$ cat src/verilog/ddrlp_defs.vh
// Constants for the low-power and mode-load sequencer of the DRAM device.
// Assumes inclusion by bare name; definitions only.
`ifndef DDRLP_DEFS_VH
`define DDRLP_DEFS_VH

// ----------------------------------------------------------------------
// Field widths, positions and strobe select encodings
// ----------------------------------------------------------------------
`define DDRLP_ADDR_W        15
`define DDRLP_SS_HI         6
`define DDRLP_SS_LO         5
`define DDRLP_DLL_BIT       0
`define DDRLP_SS_BOTH_DIR   2'h2
`define DDRLP_SS_FREE_RUN   2'h3
`define DDRLP_SS_RESET      2'h2
// ----------------------------------------------------------------------
// Timing counts in link clock cycles
// ----------------------------------------------------------------------
`define DDRLP_CNT_W         16
`define DDRLP_RENEWAL_CYC   16'h0013
`define DDRLP_RECOVERY_CYC  16'h0002
`define DDRLP_SETTLE_CYC    16'h00c8
`define DDRLP_ENTRY_MIN     16'h0000
`define DDRLP_ENTRY_MAX     16'h0002
`define DDRLP_ENTRY_LIMIT   16'h0004

`endif

$ cat src/verilog/ddrlp_seq.v
// Low-power, refresh and extended mode load sequencer of the DRAM device.
// Assumes link clock, commands and pins arrive asynchronous to clk_sys,
// link clock slower than a third of clk_sys.
`timescale 1ns/1ps
`include "ddrlp_defs.vh"

module ddrlp_seq
(
    input  wire        clk_sys,
    input  wire        rst_b,
    input  wire        linkClk,
    input  wire        chipSel_n,
    input  wire        functionSelect,
    input  wire [1:0]  bankAddr,
    input  wire [14:0] addr,
    input  wire        sleepPin_n,
    output reg         readStrobe_r,
    output reg         readStrobeValid_r,
    output reg         selfRefresh_r,
    output reg         powerDown_r,
    output reg         autoRefresh_r,
    output reg  [1:0]  strobeSelect_r,
    output reg         dllDisabled_r,
    output reg         dllLocked_r
);

    // ------------------------------------------------------------------
    // States
    // ------------------------------------------------------------------
    localparam ST_IDLE   = 3'h0;
    localparam ST_FIRST  = 3'h1;
    localparam ST_ENTRY  = 3'h2;
    localparam ST_RENEW  = 3'h3;
    localparam ST_SELF   = 3'h4;
    localparam ST_PDOWN  = 3'h5;

    // ------------------------------------------------------------------
    // Input synchronisers
    // ------------------------------------------------------------------
    reg [19:0] syncA_r;
    reg [19:0] syncB_r;
    reg        clkPrev_r;
    reg [2:0]  state_r;
    reg [2:0]  state_nxt;
    reg        firstIsWrite_r;
    reg [15:0] entryCnt_r;
    reg [15:0] renewCnt_r;
    reg [15:0] recoverCnt_r;
    reg [15:0] settleCnt_r;

    reg        clkSyncA_r;
    reg        clkNow_r;

    // Edge finder on the synchronised link clock
    function linkEdge;
        input prev;
        input now;
        input wantRise;
        begin
            linkEdge = wantRise ? (~prev & now) : (prev & ~now);
        end
    endfunction

    wire       cs_n   = syncB_r[0];
    wire       fn     = syncB_r[1];
    wire [1:0] ba     = syncB_r[3:2];
    wire [14:0] ad    = syncB_r[18:4];
    wire       sleepN = syncB_r[19];
    wire       rise   = linkEdge(clkPrev_r, clkNow_r, 1'b1);

    always @(posedge clk_sys or negedge rst_b)
    begin
        if (!rst_b)
        begin
            // Idle pin levels, so reset never fakes a power-down entry
            syncA_r    <= 20'h80001;
            syncB_r    <= 20'h80001;
            clkSyncA_r <= 1'b0;
            clkNow_r   <= 1'b0;
            clkPrev_r  <= 1'b0;
        end
        else
        begin
            syncA_r    <= {sleepPin_n, addr, bankAddr, functionSelect,
                           chipSel_n};
            syncB_r    <= syncA_r;
            clkSyncA_r <= linkClk;
            clkNow_r   <= clkSyncA_r;
            clkPrev_r  <= clkNow_r;
        end
    end

    // ------------------------------------------------------------------
    // Command decode on each link rising edge
    // ------------------------------------------------------------------
    wire selected  = rise & ~cs_n;
    wire firstCmd  = selected & ~fn;
    // A second command only counts right after a first command
    wire secondCmd = selected & fn & (state_r == ST_FIRST);
    wire secondRef = secondCmd & firstIsWrite_r;
    wire extLoad   = secondCmd & ~firstIsWrite_r & (ba == 2'h1);
    wire [1:0] ssField = ad[`DDRLP_SS_HI:`DDRLP_SS_LO];

    always @*
    begin
        state_nxt = state_r;
        case (state_r)
            ST_IDLE:
                if (!sleepN)
                    state_nxt = ST_PDOWN;
                else if (firstCmd)
                    state_nxt = ST_FIRST;
            ST_FIRST:
                if (rise)
                    state_nxt = (secondRef && firstIsWrite_r) ? ST_ENTRY
                                                              : ST_IDLE;
            ST_ENTRY:
                if (!sleepN && entryCnt_r <= `DDRLP_ENTRY_MAX)
                    state_nxt = ST_SELF;
                // late fall refreshes, then powers down
                else if (!sleepN)
                    state_nxt = ST_RENEW;
                else if (entryCnt_r > `DDRLP_ENTRY_LIMIT)
                    state_nxt = ST_RENEW;
            ST_RENEW:
                if (renewCnt_r >= `DDRLP_RENEWAL_CYC)
                    state_nxt = sleepN ? ST_IDLE : ST_PDOWN;
            ST_SELF:
                if (sleepN)
                    state_nxt = ST_RENEW;
            ST_PDOWN:
                if (sleepN)
                    state_nxt = ST_IDLE;
            default:
                state_nxt = ST_IDLE;
        endcase
    end

    // ------------------------------------------------------------------
    // State, counters and outputs
    // ------------------------------------------------------------------
    always @(posedge clk_sys or negedge rst_b)
    begin
        if (!rst_b)
        begin
            state_r           <= ST_IDLE;
            firstIsWrite_r    <= 1'b0;
            entryCnt_r        <= 16'h0000;
            renewCnt_r        <= 16'h0000;
            recoverCnt_r      <= 16'h0000;
            settleCnt_r       <= 16'h0000;
            readStrobe_r      <= 1'b0;
            readStrobeValid_r <= 1'b0;
            selfRefresh_r     <= 1'b0;
            powerDown_r       <= 1'b0;
            autoRefresh_r     <= 1'b0;
            strobeSelect_r    <= `DDRLP_SS_RESET;
            dllDisabled_r     <= 1'b0;
            dllLocked_r       <= 1'b0;
        end
        else
        begin
            state_r <= state_nxt;
            if (firstCmd && state_r == ST_IDLE)
                firstIsWrite_r <= ~ad[0];
            if (state_r != ST_ENTRY)
                entryCnt_r <= 16'h0000;
            else if (rise)
                entryCnt_r <= entryCnt_r + 16'h0001;
            if (state_r != ST_RENEW)
                renewCnt_r <= 16'h0000;
            else if (rise)
                renewCnt_r <= renewCnt_r + 16'h0001;
            // strobe invalid over recovery after mode change
            if (extLoad && ssField[1] && ssField != strobeSelect_r)
                recoverCnt_r <= `DDRLP_RECOVERY_CYC;
            else if (rise && recoverCnt_r != 16'h0000)
                recoverCnt_r <= recoverCnt_r - 16'h0001;
            if (extLoad && ssField[1])
                strobeSelect_r <= ssField;
            if (extLoad)
                dllDisabled_r <= ad[`DDRLP_DLL_BIT];
            if (state_r == ST_SELF || extLoad)
            begin
                settleCnt_r <= `DDRLP_SETTLE_CYC;
                dllLocked_r <= 1'b0;
            end
            else if (rise && settleCnt_r != 16'h0000)
                settleCnt_r <= settleCnt_r - 16'h0001;
            else if (settleCnt_r == 16'h0000)
                dllLocked_r <= ~dllDisabled_r;
            selfRefresh_r     <= (state_nxt == ST_SELF);
            powerDown_r       <= (state_nxt == ST_PDOWN);
            autoRefresh_r     <= (state_nxt == ST_RENEW);
            if (strobeSelect_r == `DDRLP_SS_FREE_RUN && state_r != ST_SELF)
                readStrobe_r <= clkNow_r;
            else
                readStrobe_r <= 1'b0;
            // Uses the next state so it drops together with selfRefresh_r
            readStrobeValid_r <= (recoverCnt_r == 16'h0000) &&
                                 (state_nxt != ST_SELF) &&
                                 (strobeSelect_r != `DDRLP_SS_FREE_RUN ||
                                  dllLocked_r);
        end
    end

endmodule

$ cat config.mk
export PLATFORM = sky130hd
export DESIGN_NAME = ddrlp_seq
export DESIGN_NICKNAME = d
export VERILOG_FILES = /design/src/verilog/ddrlp_seq.v
export VERILOG_INCLUDE_DIRS = /design/src /design/src/verilog
export SDC_FILE = /design/constraint.sdc
export NUM_CORES = 1
export LEC_CHECK = 0
export ABC_AREA = 1
export BUFFER_PORTS_ARGS = -buffer_cell sky130_fd_sc_hd__buf_2
export CORE_MARGIN = 3
export CORE_UTILIZATION = 60
export CTS_BUF_LIST = sky130_fd_sc_hd__clkbuf_2
export DETAILED_ROUTE_END_ITERATION = 7
export PLACE_DENSITY = 0.79
export SKIP_LAST_GASP = 1
export SYNTH_ARGS = -nofsm -noshare
export SYNTH_HDL_FRONTEND = slang
export SYNTH_SLANG_ARGS = --single-unit
$ cat constraint.sdc
create_clock -name clk_sys -period 3.3 [get_ports clk_sys]
set_clock_uncertainty 0.2 [all_clocks]
set_input_delay 0.33 -clock clk_sys [delete_from_list [all_inputs] [get_ports clk_sys]]
set_output_delay 0.33 -clock clk_sys [all_outputs]
set_load 0.02 [all_outputs]
# Yosys cells after proc, flatten, opt, wreduce, memory -nomap -nowiden
# Index checks and enable logic that the tools add are counted.
# classes
reduce_logical	24
mux	24
bitwise_logic	14
n_lt_le_gt_ge	3
addsub	4
n_eq_ne	17
# op_table
op	count
two-way mux 16 bit	8
adder 16 x 1 -> 16 bit (second input constant)	2
logical NOT 16 bit	2
nonzero test 16 bit	2
subtractor 16 x 1 -> 16 bit (second input constant)	2
two-way mux 3 bit	10
case mux 3 bit (6 select lines)	1
>= comparator 16 x 5 -> 1 bit (second input constant)	1
greater-than comparator 16 x 3 -> 1 bit (second input constant)	1
less-or-equal comparator 16 x 2 -> 1 bit (second input constant)	1
== test 3 bit (second input constant)	4
logical AND 1 bit	10
nonzero test 2 bit	5
== test 3 x 2 -> 1 bit (second input constant)	3
bitwise AND 1 bit	8
inequality test 3 x 2 -> 1 bit (second input constant)	2
inequality test 3 bit (second input constant)	2
NOT 1 bit	6
two-way mux 1 bit	4
inequality test 2 bit (second input constant)	2
== test 3 x 1 -> 1 bit (second input constant)	1
logical NOT 3 bit	1
== test 2 x 1 -> 1 bit (second input constant)	1
== test 2 bit (second input constant)	1
other kinds (5)	6
# totals
elab_cells	105
register_bits	120

# Logic depth before layout (Yosys ltp)
# logic_depth
depth_word	13
ltp_mapped	13

# Worst setup path after synthesis
# No wires, ideal clock.
# synth_timing
path_kind	register to register
from	reg settleCnt_r[0]
to	reg settleCnt_r[9]
period_less_slack_ps	1899
path_slack_ps	1401
arrival_time_ps	1580
setup_ps	119
stages_incl_launch_ff	12
path_cell_list	dfrtp_1 > inv_1 > ha_1 > nand3_2 > nor2_2 > nand3_2 > nand2_4 > inv_4 > nor2_8 > inv_4 > nand2_1 > o21ai_2
# synth_via
elab_chain_len	3
word_cells_on_any_way	6
# synth_rtl
element	line_no	source
start: declaration	ddrlp_seq.v:49	reg [15:0] settleCnt_r;
start signal: assignment	ddrlp_seq.v:185	settleCnt_r <= `DDRLP_SETTLE_CYC;
start signal: assignment	ddrlp_seq.v:189	settleCnt_r <= settleCnt_r - 16'h0001;
subtractor 16 x 1 -> 16 bit / nonzero test 16 bit (equally long branches)	ddrlp_seq.v:189, ddrlp_seq.v:188	
two-way mux 16 bit / logical AND 1 bit (equally long branches)	ddrlp_seq.v:188	else if (rise && settleCnt_r != 16'h0000)
two-way mux 16 bit / nonzero test 2 bit (equally long branches)	--	
# Parallel ways exist; a longest one is shown, timed or not. The select of a mux whose other input is x is not followed.
# A chain may end at the register's enable or synchronous reset.

# Worst setup path after layout
# layout_timing
from	reg recoverCnt_r[0]
to	reg recoverCnt_r[15]
# layout_via
elab_chain_len	3
word_cells_on_any_way	6
# layout_rtl
element	line_no	source
start: declaration	ddrlp_seq.v:48	reg [15:0] recoverCnt_r;
start signal: assignment	ddrlp_seq.v:176	recoverCnt_r <= `DDRLP_RECOVERY_CYC;
start signal: assignment	ddrlp_seq.v:178	recoverCnt_r <= recoverCnt_r - 16'h0001;
subtractor 16 x 1 -> 16 bit / nonzero test 16 bit (equally long branches)	ddrlp_seq.v:178, ddrlp_seq.v:177	
two-way mux 16 bit / logical AND 1 bit (equally long branches)	ddrlp_seq.v:177	else if (rise && recoverCnt_r != 16'h0000)
two-way mux 16 bit / nonzero test 2 bit (equally long branches)	--	
# Parallel ways exist; a longest one is shown, timed or not. The select of a mux whose other input is x is not followed.

==> results.py <==
metrics = {
    "timing": {
        "relSlewSlack_pct": 40.8,
        "whs_ns": 0.0477,
        "hold_viol_final": 0,
        "maxSlewViolCount": 0,
        "final.setup.tns_ns": 0,
        "period_needed_ns": 2.40,
        "grt_setup_unrepaired": "no",
        "setup_slack_ns": 0.905,
        "max_freq_ghz": 0.418,
        "finalSetupViolations": 0,
        "tightestPinTransition_ns": 0.887,
        "period_share_pct": 72.6,
    },
    "setup_path": {
        "worstSetupPathType": "reg -> reg",
        "critPathLaunchType": "flip-flop",
        "worstSetupEndpointType": "flip-flop",
        "critPathMaxStageDelay_ns": 0.46,
        "path_cells": "inv_1 > ha_1 > nand2_1 > nor2_1 > nand3b_1 > nand2_1 > inv_2 > nor2_4 > nand2_1 > nand2_1",
        "critPathMaxFanout": 12,
        "arrival_ns": 2.71,
        "reg2reg_slack_ns": 0.90,
        "slowest_stage": "dfrtp_1",
        "required_ns": 3.61,
        "cpMostUsedCell": "nand2_1",
    },
    "logic_synthesis": {
        "syn-cell-area_mm2": 0.00511,
        "yosysUniqueCellTypes": 51,
        "yosysSeqAreaShare_pct": 47.1,
        "synthCells": 617,
        "synth_edf_count": 0,
        "yosys_warnings": 0,
        "ys.flop_type": "dfrtp_1",
        "synth_area_per_cell_um2": 8.29,
        "synth.ff_latch_count": 96,
        "async_flop_share_pct": 100,
        "synth_fp_nets": 645,
    },
    "drt": {
        "routedWlPerCell_um": 13.1,
        "viasPerCell": 5.42,
        "firstDrtPassIters": 6,
        "vias": 4115,
        "drt_iter0_drc": 188,
        "ant_nets": 0,
        "wirelength_um": 9970,
        "drt_drc_violations_left": 0,
    },
    "global_route": {
        "grt_usage_pct": 21.9,
        "grt_start_max_net_pins": 52,
        "grt_overflow": 0,
        "antenna_found_initial": 0,
        "grt_pass1_wl_um": 17600,
        "first_global_vias": 4074,
    },
    "placement": {
        "post-dp-hpwl_um": 7330,
        "placedCellCount": 733,
        "routabilityCongestion": 0.902,
        "pre_cts_ws_ns": 0.986,
        "portBuffers": 19,
    },
    "clocking": {
        "h-tree-depth": 3,
        "cts.sinks": 96,
        "clk_pin_slew_ns": 0.28,
        "postCtsSetupBuffers": 0,
        "clk_path_buf_depth": 2,
        "cts_tree": "yes",
        "cts_made_buffers": 9,
        "cts_hold_buf": 10,
        "cts_resized": 0,
        "clock_latency_ns": 0.57,
        "cts_root_buffer": "clkbuf_2",
    },
    "finish": {
        "post_route_cells_drive_above_1_share_pct": 16.2,
        "instances_no_fill": 759,
        "nets": 677,
        "area_delta_synth_final_pct": 8.17,
        "n_fill_cell": 687,
        "diodes": 0,
    },
    "pwr": {
        "ir_drop_mv": 0.281,
        "power_density_mw_per_mm2": 631,
        "intPower_mw": 2.10,
        "pwr-share-seq_pct": 46.1,
        "clockPowerShare_pct": 19.1,
        "power_frac_comb_pct": 34.8,
        "swShare_pct": 39.9,
        "p_total_mw": 3.49,
        "p_leak_nw": 2.64,
        "p_sw_mw": 1.39,
    },
    "min_path": {
        "hold_class": "in -> async",
    },
    "floorplan": {
        "die_height_um": 98.3,
        "io_pins": 32,
        "start_util_pct": 61.9,
        "core_area_mm2": 0.00826,
        "die_x_um": 98.3,
        "die-area_mm2": 0.00967,
        "rows": 33,
    },
    "flow_run": {
        "maxCapViolCount": 0,
    },
    "run_status": {
        "status": "complete, no violations",
    },
}
placed cells by master (no fill, tap or decap), types with 3 or more instances in the layout:
| cell | n |
|---|---|
| nand2_1 | 117 |
| nor2_1 | 91 |
| dfrtp_1 | 91 |
| inv_1 | 60 |
| nand3_1 | 35 |
| a21oi_1 | 26 |
| nor3_1 | 25 |
| o21ai_0 | 23 |
| nand2_2 | 20 |
| buf_2 | 18 |
| nand3b_1 | 11 |
| inv_2 | 11 |
| xor2_1 | 11 |
| dlygate4sd3_1 | 10 |
| nand4_1 | 9 |
| clkbuf_2 | 9 |
| xnor2_1 | 8 |
| nand3_2 | 6 |
| ha_1 | 5 |
| dfstp_2 | 5 |
| o31ai_1 | 4 |
| o21ai_2 | 4 |
| o21ai_1 | 4 |
| a211oi_1 | 3 |
| nand2_4 | 3 |
| o211ai_1 | 3 |
| nor2_2 | 3 |
| nor3_2 | 3 |
| inv_6 | 3 |
sequential cells by signal, indices dropped and copies added, names as in the netlist:
signal / flops
clkNow_r: 1
settleCnt_r: 16
readStrobe_r: 1
readStrobeValid_r: 1
autoRefresh_r: 1
dllLocked_r: 1
clkSyncA_r: 1
dllDisabled_r: 1
renewCnt_r: 16
syncA_r: 8
clkPrev_r: 1
selfRefresh_r: 1
recoverCnt_r: 16
entryCnt_r: 16
strobeSelect_r: 2
firstIsWrite_r: 1
powerDown_r: 1
syncB_r: 8
state_r: 3
path summary, 6_finish.rpt:
check | startpoint | to | cells past startpoint
hold reg to reg | syncA_r[0] | syncB_r[0] | 0
min in group clk_sys | syncA_r[0] | syncB_r[0] | 0
setup reg to reg | recoverCnt_r[0] | recoverCnt_r[15] | 10
setup / recovery | recoverCnt_r[0] | recoverCnt_r[15] | 10
max in group asynchronous | rst_b | syncA_r[19] | 3
hold / removal | rst_b | recoverCnt_r[9] | 2
power by group through the flow:
| stage | registers (mW) | clock network [mW] | logic (mW) |
|---|---|---|---|
| floorplan | 1.60 | 0 | 0.950 |
| global placement | 1.62 | 0 | 1.15 |
| detailed placement | 1.63 | 0 | 1.20 |
| CTS | 1.61 | 0.692 | 1.21 |
| global route | 1.64 | 0.736 | 1.38 |
| finish | 1.61 | 0.668 | 1.21 |
worst max-delay path, delay by kind of cell (launching register included):
family,cells,cell delay [ns]
adders and majority gates,1,0.18
DFF,1,0.46
and+or+nand+nor,7,1.19
buffers and inverters,2,0.31
metal layers:
layer | wire, um | track usage, % | vias up | share of wire [%]
li1 | - | - | 2084 | -
met1 | 4560 | 28.8 | 1941 | 46
met2 | 4950 | 36.8 | 78 | 50
met3 | 324 | 2.93 | 12 | 3.2
met4 | 142 | 8.51 | 0 | 1.4
met5 | 0 | 0 | - | 0
per-stage QoR:
| step | util, % | area [um2] |
|---|---|---|
| 2_1_floorplan | - | 5110 |
| 3_3_place_gp | 64.0 | 5290 |
| 3_5_place_dp | 64.0 | 5290 |
| 4_1_cts | 67.0 | 5530 |
| 5_1_grt | 67.0 | 5530 |
| 6_report | 67.0 | 5530 |
logic make-up (layout without fill, tap and decap cells):
| family | Yosys count | in the layout | synth area share [%] |
|---|---|---|---|
| AO/OA/AOI/OAI | 76 | 76 | 8.78 |
| flip-flops | 96 | 96 | 47.1 |
| multiplexers | 1 | 1 | 0.220 |
| XOR/XNOR | 19 | 19 | 3.25 |
| buffers and inverters | 83 | 120 | 7.14 |
| adder cells (fa/ha/maj) | 5 | 5 | 1.22 |
| AND/OR/NAND/NOR | 337 | 337 | 32.3 |
Yosys cell counts, types with 4 or more instances:
cell | number | area [um2]
o21ai_0 | 23 | 115
xnor2_1 | 8 | 70.1
o31ai_1 | 4 | 30.0
nand3_2 | 6 | 60.1
nand4_1 | 9 | 56.3
inv_2 | 11 | 41.3
inv_1 | 60 | 225
o21ai_1 | 4 | 20.0
buf_2 | 4 | 20.0
nor2_1 | 91 | 342
nand3_1 | 35 | 175
xor2_1 | 11 | 96.3
dfstp_2 | 5 | 131
nand2_1 | 117 | 439
nor3_1 | 25 | 125
ha_1 | 5 | 62.6
o21ai_2 | 4 | 35.0
dfrtp_1 | 91 | 2280
nand2_2 | 20 | 125
a21oi_1 | 26 | 130
nand3b_1 | 11 | 82.6
final cells by class:
type / count / area [um2] / share of cell area (%)
sequential: 96 / 2410 / 43.5
timing repair buffer: 30 / 218 / 3.93
multi-input combinational: 438 / 2340 / 42.3
clock buffer: 9 / 45.0 / 0.814
tap: 105 / 131 / 2.37
clock inverter: 7 / 101 / 1.83
inverter: 74 / 288 / 5.20
No activity file was read; power rests on OpenSTA's default activity.
